File: config.mk
export PLATFORM = sky130hd
export DESIGN_NAME = dcp_pin_config
export DESIGN_NICKNAME = d
export VERILOG_FILES = /design/src/shared/dcp_pkg.sv /design/src/rtl/dcp_pin_config.sv
export SDC_FILE = /design/constraint.sdc
export NUM_CORES = 1
export LEC_CHECK = 0
export ABC_CLOCK_PERIOD_IN_PS = 3800
export BUFFER_PORTS_ARGS = -buffer_cell sky130_fd_sc_hd__buf_4
export CAP_MARGIN = 5
export CORE_MARGIN = 5
export CORE_UTILIZATION = 43
export CTS_CLUSTER_SIZE = 10
export DETAILED_ROUTE_END_ITERATION = 10
export MAX_ROUTING_LAYER = met4
export PLACE_DENSITY = 0.85
export SYNTH_ARGS = -nofsm -noshare
export SYNTH_HDL_FRONTEND = slang
export SYNTH_SLANG_ARGS = --single-unit
File: constraint.sdc
create_clock -name CLK -period 3.8 [get_ports CLK]
set_input_delay 0.76 -clock CLK [delete_from_list [all_inputs] [get_ports CLK]]
set_output_delay 0.76 -clock CLK [all_outputs]
set_load 0.02 [all_outputs]
File: src/shared/dcp_pkg.sv
// Constants and carrier types for the dual CAN pin and configuration block.
// Assumes one system clock with a synchronous active-high reset.
package dcp_pkg;

    // ============================================================
    // Address map
    localparam logic [23:0] CAN_A_BASE   = 24'hEF0000;
    localparam int          WIN_LSB      = 9;
    localparam int          SEL_BIT      = 8;

    // ============================================================
    // Pin slots: slot index n is port 4 bit n+4
    localparam int PIN_B_RX = 0;
    localparam int PIN_A_RX = 1;
    localparam int PIN_A_TX = 2;
    localparam int PIN_B_TX = 3;

    // ============================================================
    // Capacity figures
    localparam logic [3:0] SEG_LINES_ALL = 4'h8;
    localparam logic [3:0] SEG_LINES_CAN = 4'h4;
    localparam logic [6:0] OBJ_PER_CAN   = 7'h20;

    // ============================================================
    // Peripheral-enable register layout
    typedef struct packed {
        logic misc_acc;
        logic tw_en;
        logic can_b_en;
        logic can_a_en;
    } dcp_pen_t;

    localparam dcp_pen_t PEN_RESET = 4'h1;

    typedef struct packed {
        dcp_pen_t   pen;
        logic       ext_periph_global_enable;
        logic       can_parallel_route_bit;
        logic [3:0] sync1;
        logic [3:0] sync2;
        logic [3:0] pin_out;
        logic [3:0] pin_oe;
        logic       rx_a;
        logic       rx_b;
        logic       cs_a;
        logic       cs_b;
        logic [3:0] irq;
    } dcp_state_t;

endpackage

File: src/rtl/dcp_pin_config.sv
// Port 4 routing, enable registers and chip selects for two CAN controllers.
// Assumes CAN and two-wire signals come from logic on CLK; pins are outside.
module dcp_pin_config (
    input  wire logic              CLK,
    input  wire logic              RST,
    input  wire logic              CE,
    input  wire logic              PEN_WR,
    input  wire dcp_pkg::dcp_pen_t PEN_WDATA,
    input  wire logic              SYS_WR,
    input  wire logic              SYS_EXT_PERIPH_GLOBAL_ENABLE,
    input  wire logic              MISC_WR,
    input  wire logic              MISC_CAN_PARALLEL_ROUTE_BIT,
    input  wire logic [3:0]        P4_DATA,
    input  wire logic [3:0]        P4_DIR,
    input  wire logic [3:0]        P4_OD,
    input  wire logic [23:0]       ADDR,
    input  wire logic              ADDR_SEL,
    input  wire logic              CAN_A_TX,
    input  wire logic              CAN_B_TX,
    input  wire logic [3:0]        CAN_A_IRQ,
    input  wire logic [3:0]        CAN_B_IRQ,
    input  wire logic [3:0]        XP_IRQ,
    input  wire logic              TW_SCL_LOW,
    input  wire logic              TW_SDA_LOW,
    input  wire logic [3:0]        P4_IN,
    output logic [3:0]             P4_OUT,
    output logic [3:0]             P4_OE,
    output logic                   CAN_A_RX,
    output logic                   CAN_B_RX,
    output logic                   TW_SCL_IN,
    output logic                   TW_SDA_IN,
    output logic                   CS_A,
    output logic                   CS_B,
    output logic [3:0]             XBUS_IRQ,
    output dcp_pkg::dcp_pen_t      PEN_Q,
    output logic                   EXT_PERIPH_GLOBAL_ENABLE_Q,
    output logic                   CAN_PAR,
    output logic [3:0]             SEG_ADDR_LINES,
    output logic [6:0]             MSG_OBJ_CAP,
    output logic [1:0]             FRAME_FMT
);

    // ============================================================
    // Helpers

    // Pin drive as {out, oe}; open-drain only pulls low, the wire floats high.
    function automatic logic [1:0] drive(input logic lvl, input logic od);
        drive = od ? {1'b0, ~lvl} : {lvl, 1'b1};
    endfunction

    function automatic logic [1:0] gpio(input logic d, input logic dir,
                                        input logic od);
        gpio = dir ? drive(d, od) : 2'h0;
    endfunction

    function automatic logic in_win(input logic [23:0] a, input logic hi);
        in_win = (a[23:dcp_pkg::WIN_LSB] == dcp_pkg::CAN_A_BASE[23:dcp_pkg::WIN_LSB])
              && (a[dcp_pkg::SEL_BIT] == hi);
    endfunction

    dcp_pkg::dcp_state_t s_q;
    dcp_pkg::dcp_state_t s_d;

    logic       a_act;
    logic       b_act;
    logic       par;
    logic       tw;
    logic       misc_ok;
    logic       wired_tx;
    logic [1:0] pd [4];

    // The CAN enables only take effect behind the global enable, so a
    // controller switched on before the global enable still sees a clean start.
    assign a_act    = s_q.pen.can_a_en && s_q.ext_periph_global_enable;
    assign b_act    = s_q.pen.can_b_en && s_q.ext_periph_global_enable;
    assign par      = s_q.can_parallel_route_bit;
    assign tw       = s_q.pen.tw_en;
    assign misc_ok  = s_q.pen.misc_acc && s_q.ext_periph_global_enable;
    assign wired_tx = (a_act ? CAN_A_TX : 1'b1) & (b_act ? CAN_B_TX : 1'b1);

    // ============================================================
    // Pin routing
    always_comb begin
        for (int i = 0; i < 4; i++) begin
            pd[i] = gpio(P4_DATA[i], P4_DIR[i], P4_OD[i]);
        end
        if (par) begin
            if (a_act || b_act) begin
                pd[dcp_pkg::PIN_A_TX] = drive(wired_tx, P4_OD[dcp_pkg::PIN_A_TX]);
                pd[dcp_pkg::PIN_A_RX] = 2'h0;
            end
        end else begin
            if (a_act) begin
                pd[dcp_pkg::PIN_A_TX] = drive(CAN_A_TX, P4_OD[dcp_pkg::PIN_A_TX]);
                pd[dcp_pkg::PIN_A_RX] = 2'h0;
            end
            if (b_act) begin
                pd[dcp_pkg::PIN_B_TX] = drive(CAN_B_TX, P4_OD[dcp_pkg::PIN_B_TX]);
                pd[dcp_pkg::PIN_B_RX] = 2'h0;
            end
        end
        // The two-wire module overrides port and CAN control of bits 4 and 7.
        if (tw) begin
            pd[dcp_pkg::PIN_B_RX] = {1'b0, TW_SCL_LOW};
            pd[dcp_pkg::PIN_B_TX] = {1'b0, TW_SDA_LOW};
        end
    end

    // ============================================================
    // Next state
    always_comb begin
        s_d = s_q;
        if (PEN_WR) begin
            s_d.pen = PEN_WDATA;
        end
        if (SYS_WR) begin
            s_d.ext_periph_global_enable = SYS_EXT_PERIPH_GLOBAL_ENABLE;
        end
        if (MISC_WR && misc_ok) begin
            s_d.can_parallel_route_bit = MISC_CAN_PARALLEL_ROUTE_BIT;
        end
        s_d.sync1 = P4_IN;
        s_d.sync2 = s_q.sync1;
        for (int i = 0; i < 4; i++) begin
            s_d.pin_out[i] = pd[i][1];
            s_d.pin_oe[i]  = pd[i][0];
        end
        if (par) begin
            s_d.rx_a = s_q.sync2[dcp_pkg::PIN_A_RX];
            s_d.rx_b = s_q.sync2[dcp_pkg::PIN_A_RX];
        end else begin
            s_d.rx_a = s_q.sync2[dcp_pkg::PIN_A_RX];
            s_d.rx_b = s_q.sync2[dcp_pkg::PIN_B_RX];
        end
        s_d.cs_a = ADDR_SEL && a_act && in_win(ADDR, 1'b0);
        s_d.cs_b = ADDR_SEL && b_act && in_win(ADDR, 1'b1);
        s_d.irq  = XP_IRQ | (a_act ? CAN_A_IRQ : 4'h0)
                 | (b_act ? CAN_B_IRQ : 4'h0);
    end

    // ============================================================
    // State register; reset wins over the clock enable.
    always_ff @(posedge CLK) begin
        if (RST) begin
            s_q        <= '0;
            s_q.pen    <= dcp_pkg::PEN_RESET;
            s_q.sync1  <= 4'hF;
            s_q.sync2  <= 4'hF;
            s_q.rx_a   <= 1'b1;
            s_q.rx_b   <= 1'b1;
        end else if (CE) begin
            s_q <= s_d;
        end
    end

    // ============================================================
    // Outputs
    assign P4_OUT    = s_q.pin_out;
    assign P4_OE     = s_q.pin_oe;
    assign CAN_A_RX  = s_q.rx_a;
    assign CAN_B_RX  = s_q.rx_b;
    assign TW_SCL_IN = s_q.sync2[dcp_pkg::PIN_B_RX];
    assign TW_SDA_IN = s_q.sync2[dcp_pkg::PIN_B_TX];
    assign CS_A      = s_q.cs_a;
    assign CS_B      = s_q.cs_b;
    assign XBUS_IRQ  = s_q.irq;
    assign PEN_Q     = s_q.pen;
    assign EXT_PERIPH_GLOBAL_ENABLE_Q    = s_q.ext_periph_global_enable;
    assign CAN_PAR   = s_q.can_parallel_route_bit;

    // Fewer segment lines with CAN on, since bits 4..7 serve as CAN pins.
    assign SEG_ADDR_LINES = (a_act || b_act) ? dcp_pkg::SEG_LINES_CAN
                                             : dcp_pkg::SEG_LINES_ALL;
    assign MSG_OBJ_CAP = (a_act ? dcp_pkg::OBJ_PER_CAN : 7'h00)
                       + (b_act ? dcp_pkg::OBJ_PER_CAN : 7'h00);
    // Bit 0 standard 11-bit, bit 1 extended 29-bit identifiers.
    assign FRAME_FMT = {2{a_act || b_act}};
endmodule // dcp_pin_config

==> out/results.txt, run 1 <==
Setup crit start - EXT_PERIPH_GLOBAL_ENABLE_Q$_SDFFE_PP0P_
final hold vios - 0
synthesized area per cell - 8.52 µm²
Post-DP Area - 2040 µm²
register area share after synthesis - 0.399
Worst R2R Start - EXT_PERIPH_GLOBAL_ENABLE_Q$_SDFFE_PP0P_
Syn Inst Count - 165
Hold Path Origin - P4_OUT[0]$_SDFFE_PP0P_
ratio of cells with drive above 1 in the final layout - 0.390
Setup crit start kind - flop
CTS buffer count - 3
gr ovfl total - 0
commonest non-fill, non-tap cells in the layout - buf_4, dfxtp_1, nand2_1
Die Height - 67.2 µm
EDFF count, synth - 0
post-DR wirelength/cell - 13.5 µm
first-pass GRT wire length - 6.25 mm
worst min-delay path class - reg -> reg
Via density - 5.04
Pleak - 0.000987 µW
synth unique cells - 44
Syn Std Cell Area - 1410 µm²
Final period util - 0.619
antenna-violating nets left - 0
CTS clock-pin slew for the worst setup and hold paths - 140 ps
kind of critical path - reg -> out
clock root buffer - clkbuf_4
global route hottest layer - met2
M1 GR Usage - 0.211
most common cell after layout, fill and taps aside - buf_4
die area - 4510 µm²
Peak Freq - 425 MHz
floorplan row count - 20
Worst Path Required - 3040 ps
Post-Layout Inst Area - 2080 µm²
number of global-route vias before repair - 1390
R2R setup slack - 2050 ps
asr flop ratio synth - 0
Final Skew - 6.05 ps
RSZ-0062 raised after global routing - false
Slew Viols, Final - 0
Antenna diodes - 0
initial drt markers - 52
R2R depth - 6
YS warnings - 0
worst-case clock buffer depth - 2
largest vdd supply drop - 0.228 mV
CTS tree - yes
Cell Chain, Critical Path - nand2_1 -> clkinv_1 -> ha_1 -> buf_4
worst skew pair latency - 330 ps
hold_buf cts - 0
DRC violations left - 0
status - complete, no violations
Area growth, synth to finish - 47.8%
#FFs+latches synth - 28
Starting Density - 0.453
antenna violations before repair - 0
GRT Total Usage - 0.185
# clock sinks - 28
overall die width - 67.2 µm
Post-DP HPWL - 3.07 mm
wirelength, routed - 3.91 mm
num ports - 106
total power - 614 µW
Final nets - 318
crit path capture type - output pin
# fillers - 294
CTS resizes - 0
CP Data Arrival Time - 1590 ps
post-synth top area share - 0.399
core area - 3100 µm²
setup TNS - 0 ps
reg2reg end - P4_OUT[1]$_SDFFE_PP0P_
Max-Cap Viols - 0
Port Buffers - 89
htree depth - 1
met3 Use GR - 0.0483
slowest CP cell - dfxtp_1
Setup Buffers After CTS - 0
pwr/cell area - 296 nW/µm²
placer's final routability congestion estimate - 0.769
total number of vias - 1462
largest net degree at the start of global routing - 37
met2 Track Usage GR - 0.320
top post-synthesis cells by area - dfxtp_1, a211o_1, buf_4, nand2_1, nor2b_1
Max FO, Critical Path - 9
cell taking the most area after synthesis - dfxtp_1
Critical Path Sink - MSG_OBJ_CAP[6]
Final min period - 2350 ps
Synth Flop Type - dfxtp_1
drt first pass iters - 4
endpoints failing setup - 0
Crit path largest cell delay - 400 ps
==> sequential cells by signal (all words and copies together), names as in the netlist <==
name and flops:
CAN_B_RX 1, P4_OE 4, XBUS_IRQ 4, CAN_PAR 1
s_d 3, CAN_A_RX 1, TW_SCL_IN 1, PEN_Q 3
EXT_PERIPH_GLOBAL_ENABLE_Q 1, CS_A 1, CS_B 1, tw 1
P4_OUT 4, s_q 1, TW_SDA_IN 1
==> metal layers <==
layer / share of wire / up-vias
li1: - / 740
met1: 0.40 / 661
met2: 0.51 / 55
met3: 0.075 / 6
met4: 0.015 / 0
met5: 0 / -
==> synthesized netlist by cell type, types with 2 or more instances <==
cell,count
nand3_1,4
nand4_1,3
mux2i_1,3
nand2_1,20
buf_2,3
nor3_1,9
buf_4,10
nor2_1,11
inv_1,5
nor2b_1,9
a22o_1,6
ha_1,2
dfxtp_1,28
nand2b_1,2
a21oi_1,9
clkbuf_1,4
a211o_1,9
a311o_1,2
==> layout make-up <==
class,count,area [µm²],share of cell area
clock buffers,4,36.3,0.0175
flip-flops and latches,28,561,0.270
well taps,44,55.1,0.0265
multi-input cells,118,731,0.352
inverters,7,26.3,0.0127
repair buffers,89,668,0.322
==> critical path: cells and delay by family (launching register included) <==
family	cells	cell delay (ps)
adders and majority gates	1	290
buffers and inverters	2	410
DFF	1	400
and+or+nand+nor	1	160
==> how the worst min path moves through the flow <==
stage | end | cells after the start
2_1_floorplan | s_q[17]$_SDFFE_PP1P_ | 1
3_3_place_gp | CS_B$_SDFFE_PP0P_ | 2
3_5_place_dp | TW_SDA_IN$_SDFFE_PP1P_ | 1
4_1_cts | P4_OUT[0]$_SDFFE_PP0P_ | 2
5_1_grt | CS_B$_SDFFE_PP0P_ | 2
6_report | P4_OUT[0]$_SDFFE_PP0P_ | 2
==> report_power, final <==
part           switching (µW)  total (µW)  internal (µW)
Clock                    85.8         145           58.7
Combinational            71.8         151           79.0
Sequential               9.91         319            309
Total                     168         614            447
==> kinds of logic (layout without fill, tap and decap cells) <==
kind of cell | Yosys count | count (layout) | synth area share
adders and majority gates | 2 | 2 | 0.0178
AOI/OAI and AO/OA | 38 | 38 | 0.212
muxes | 3 | 3 | 0.0214
and+or+nand+nor | 68 | 68 | 0.250
other | 1 | 7 | 0.00267
DFF | 28 | 28 | 0.399
buffers and inverters | 25 | 100 | 0.0970
==> through the flow <==
| step | instances | hold WS [ps] | util | worst slack (ps) |
|---|---|---|---|---|
| after floorplan | 171 | 431 | - | 1630 |
| after global placement | 286 | 438 | 0.658 | 1710 |
| after detailed placement | 286 | 444 | 0.658 | 1740 |
| after CTS | 290 | 473 | 0.669 | 1450 |
| after global routing | 290 | 502 | 0.669 | 1320 |
| final | 290 | 469 | 0.669 | 1450 |
(Power assumes the default switching activity.)
==> run 2: changes to the inputs <==
- ABC_CLOCK_PERIOD_IN_PS: 3800 -> 2350
- CORE_UTILIZATION: 43 -> 40
- PLACE_DENSITY: 0.85 -> 0.8
- clock period: 3.8 -> 2.35 ns (I/O delays scaled with it)
==> run 2 against run 1 <==
Against the previous run: clock skew down 2.0 ps; via count down 1.4%; combinational power up 62%; count of clock-buffer cells in the layout unchanged; sequential share of layout area down 0.13 points; flip-flop and latch count unchanged; total power up 62%; wire length down 1.5%; critical endpoint unchanged; non-clock buffer count up 1; highest routed layer unchanged; sequential power up 62%; design area up 0.48%.
==> out/results.txt, run 2 (synthesis results as in run 1) <==
total power - 995 µW (was 614 µW)
R2R depth - 6 (unchanged)
wirelength, routed - 3.85 mm (was 3.91 mm)
hold_buf cts - 0 (unchanged)
largest vdd supply drop - 0.249 mV (was 0.228 mV)
Final nets - 319 (was 318)
reg2reg end - P4_OUT[1]$_SDFFE_PP0P_ (unchanged)
CTS tree - yes (unchanged)
GRT Total Usage - 0.156 (was 0.185)
endpoints failing setup - 0 (unchanged)
die area - 4800 µm² (was 4510 µm²)
Setup crit start - EXT_PERIPH_GLOBAL_ENABLE_Q$_SDFFE_PP0P_ (unchanged)
Area growth, synth to finish - 48.5% (was 47.8%)
clock root buffer - clkbuf_4 (unchanged)
Max FO, Critical Path - 9 (unchanged)
Final period util - 0.881
largest net degree at the start of global routing - 29 (was 37)
final hold vios - 0 (unchanged)
initial drt markers - 59 (was 52)
Antenna diodes - 0 (unchanged)
antenna-violating nets left - 0 (unchanged)
Switching Share - 0.273 (about the same)
Die Height - 69.3 µm (was 67.2 µm)
kind of critical path - reg -> out (unchanged)
Final Skew - 4.07 ps (was 6.05 ps)
worst-case clock buffer depth - 2 (unchanged)
Internal - 724 µW (was 447 µW)
Final WS setup - 279 ps (was 1450 ps)
# fillers - 317 (was 294)
status - complete, no violations (unchanged)
Via density - 4.92 (was 5.04)
Sw Pwr - 271 µW (was 168 µW)
total number of vias - 1441 (was 1462)
placer's final routability congestion estimate - 0.746 (was 0.769)
# clock sinks - 28 (unchanged)
overall die width - 69.3 µm (was 67.2 µm)
RSZ-0062 raised after global routing - false (unchanged)
Setup Buffers After CTS - 0 (unchanged)
htree depth - 1 (unchanged)
Cell Chain, Critical Path - nand2_1 -> clkinv_1 -> ha_1 -> buf_4 (unchanged)
CTS clock-pin slew for the worst setup and hold paths - 150 ps (was 140 ps)
Max-Cap Viols - 0 (unchanged)
post-place setup slack - 558 ps (was 1740 ps)
combinational share of power - 0.247 (was 0.245)
Crit path largest cell delay - 400 ps (about the same)
drt first pass iters - 4 (unchanged)
Port Buffers - 89 (unchanged)
fin cells - 293 (was 290)
Slew Viols, Final - 0 (unchanged)
crit path capture type - output pin (unchanged)
Worst R2R Start - EXT_PERIPH_GLOBAL_ENABLE_Q$_SDFFE_PP0P_ (unchanged)
Reg power frac - 0.519 (about the same)
slowest CP cell - dfxtp_1 (unchanged)
DP Cell Count - 289 (was 286)
gr ovfl total - 0 (unchanged)
number of global-route vias before repair - 1403 (was 1390)
Starting Density - 0.418 (was 0.453)
most common cell after layout, fill and taps aside - buf_4 (unchanged)
clock network fraction of design power - 0.235 (about the same)
Critical Path Sink - MSG_OBJ_CAP[6] (unchanged)
Post-DP HPWL - 3.13 mm (was 3.07 mm)
CTS buffer count - 3 (unchanged)
Pleak - 0.000991 µW (was 0.000987 µW)
num ports - 106 (unchanged)
core area - 3360 µm² (was 3100 µm²)
worst min-delay path class - in -> reg (was reg -> reg)
CTS resizes - 0 (unchanged)
CP Data Arrival Time - 1600 ps (was 1590 ps)
R2R setup slack - 630 ps (was 2050 ps)
pwr/cell area - 477 nW/µm² (was 296 nW/µm²)
register area - 561 µm² (unchanged)
Setup crit start kind - flop (unchanged)
antenna violations before repair - 0 (unchanged)
post-DR wirelength/cell - 13.1 µm (was 13.5 µm)
Multi-input gate area - 731 µm² (unchanged)
ratio of cells with drive above 1 in the final layout - 0.393 (was 0.390)
setup TNS - 0 ps (unchanged)
Final min period - 2070 ps
Peak Freq - 483 MHz
Worst Path Required - 1880 ps (was 3040 ps)
first-pass GRT wire length - 6.21 mm (was 6.25 mm)
commonest non-fill, non-tap cells in the layout - buf_4, dfxtp_1, nand2_1 (unchanged)
worst skew pair latency - 320 ps (was 330 ps)
Util after Layout - 0.621 (was 0.669)
floorplan row count - 21 (was 20)
DRC violations left - 0 (unchanged)
[run 2: cell count changes in the layout (fill, tap and decap cells not counted), sizes merged]
cell,change
buf,+1
[run 2: critical path, delay by kind of cell (launching register included)]
kind,cells,cell delay [ps]
DFF,1,400
buffers and inverters,2,430
adders and majority gates,1,300
and+or+nand+nor,1,160
[run 2: power groups by stage]
stage	Clock [µW]	Combinational [µW]	Sequential [µW]
finish	233	245	516
global route	256	268	519
CTS	241	247	516
detailed placement	0	247	526
global placement	0	244	526
floorplan	0	105	547
[run 2: through the flow]
stage	hold WS, ps	instance area [µm²]
global route	300	2090
detailed placement	447	2050
finish	315	2090
floorplan	431	1430
CTS	310	2090
global placement	440	2050
[run 2: layout make-up]
class | instances | share of cell area
Clock buffer | 4 | 0.0174
Inverter | 7 | 0.0126
Multi-Input combinational cell | 118 | 0.350
Sequential cell | 28 | 0.269
Tap cell | 46 | 0.0276
Timing Repair Buffer | 90 | 0.324
[run 2: worst min path at each step]
stage                          from                      to  slack (ps)  cells after the start
2_1_floorplan  s_d[17]$_SDFFE_PP1P_    s_q[17]$_SDFFE_PP1P_         430                      1
3_3_place_gp   s_d[19]$_SDFFE_PP1P_  TW_SDA_IN$_SDFFE_PP1P_         440                      1
3_5_place_dp   s_d[16]$_SDFFE_PP1P_  TW_SCL_IN$_SDFFE_PP1P_         450                      1
4_1_cts                     ADDR[8]       CS_A$_SDFFE_PP0P_         310                      2
5_1_grt                     ADDR[8]       CS_A$_SDFFE_PP0P_         300                      2
6_report                    ADDR[8]       CS_A$_SDFFE_PP0P_         320                      2
[run 2: metal layers]
layer	track usage	part of all wire
met4	0.0260	0.0021
met1	0.175	0.41
met2	0.275	0.49
met5	-	0
met3	0.0507	0.094
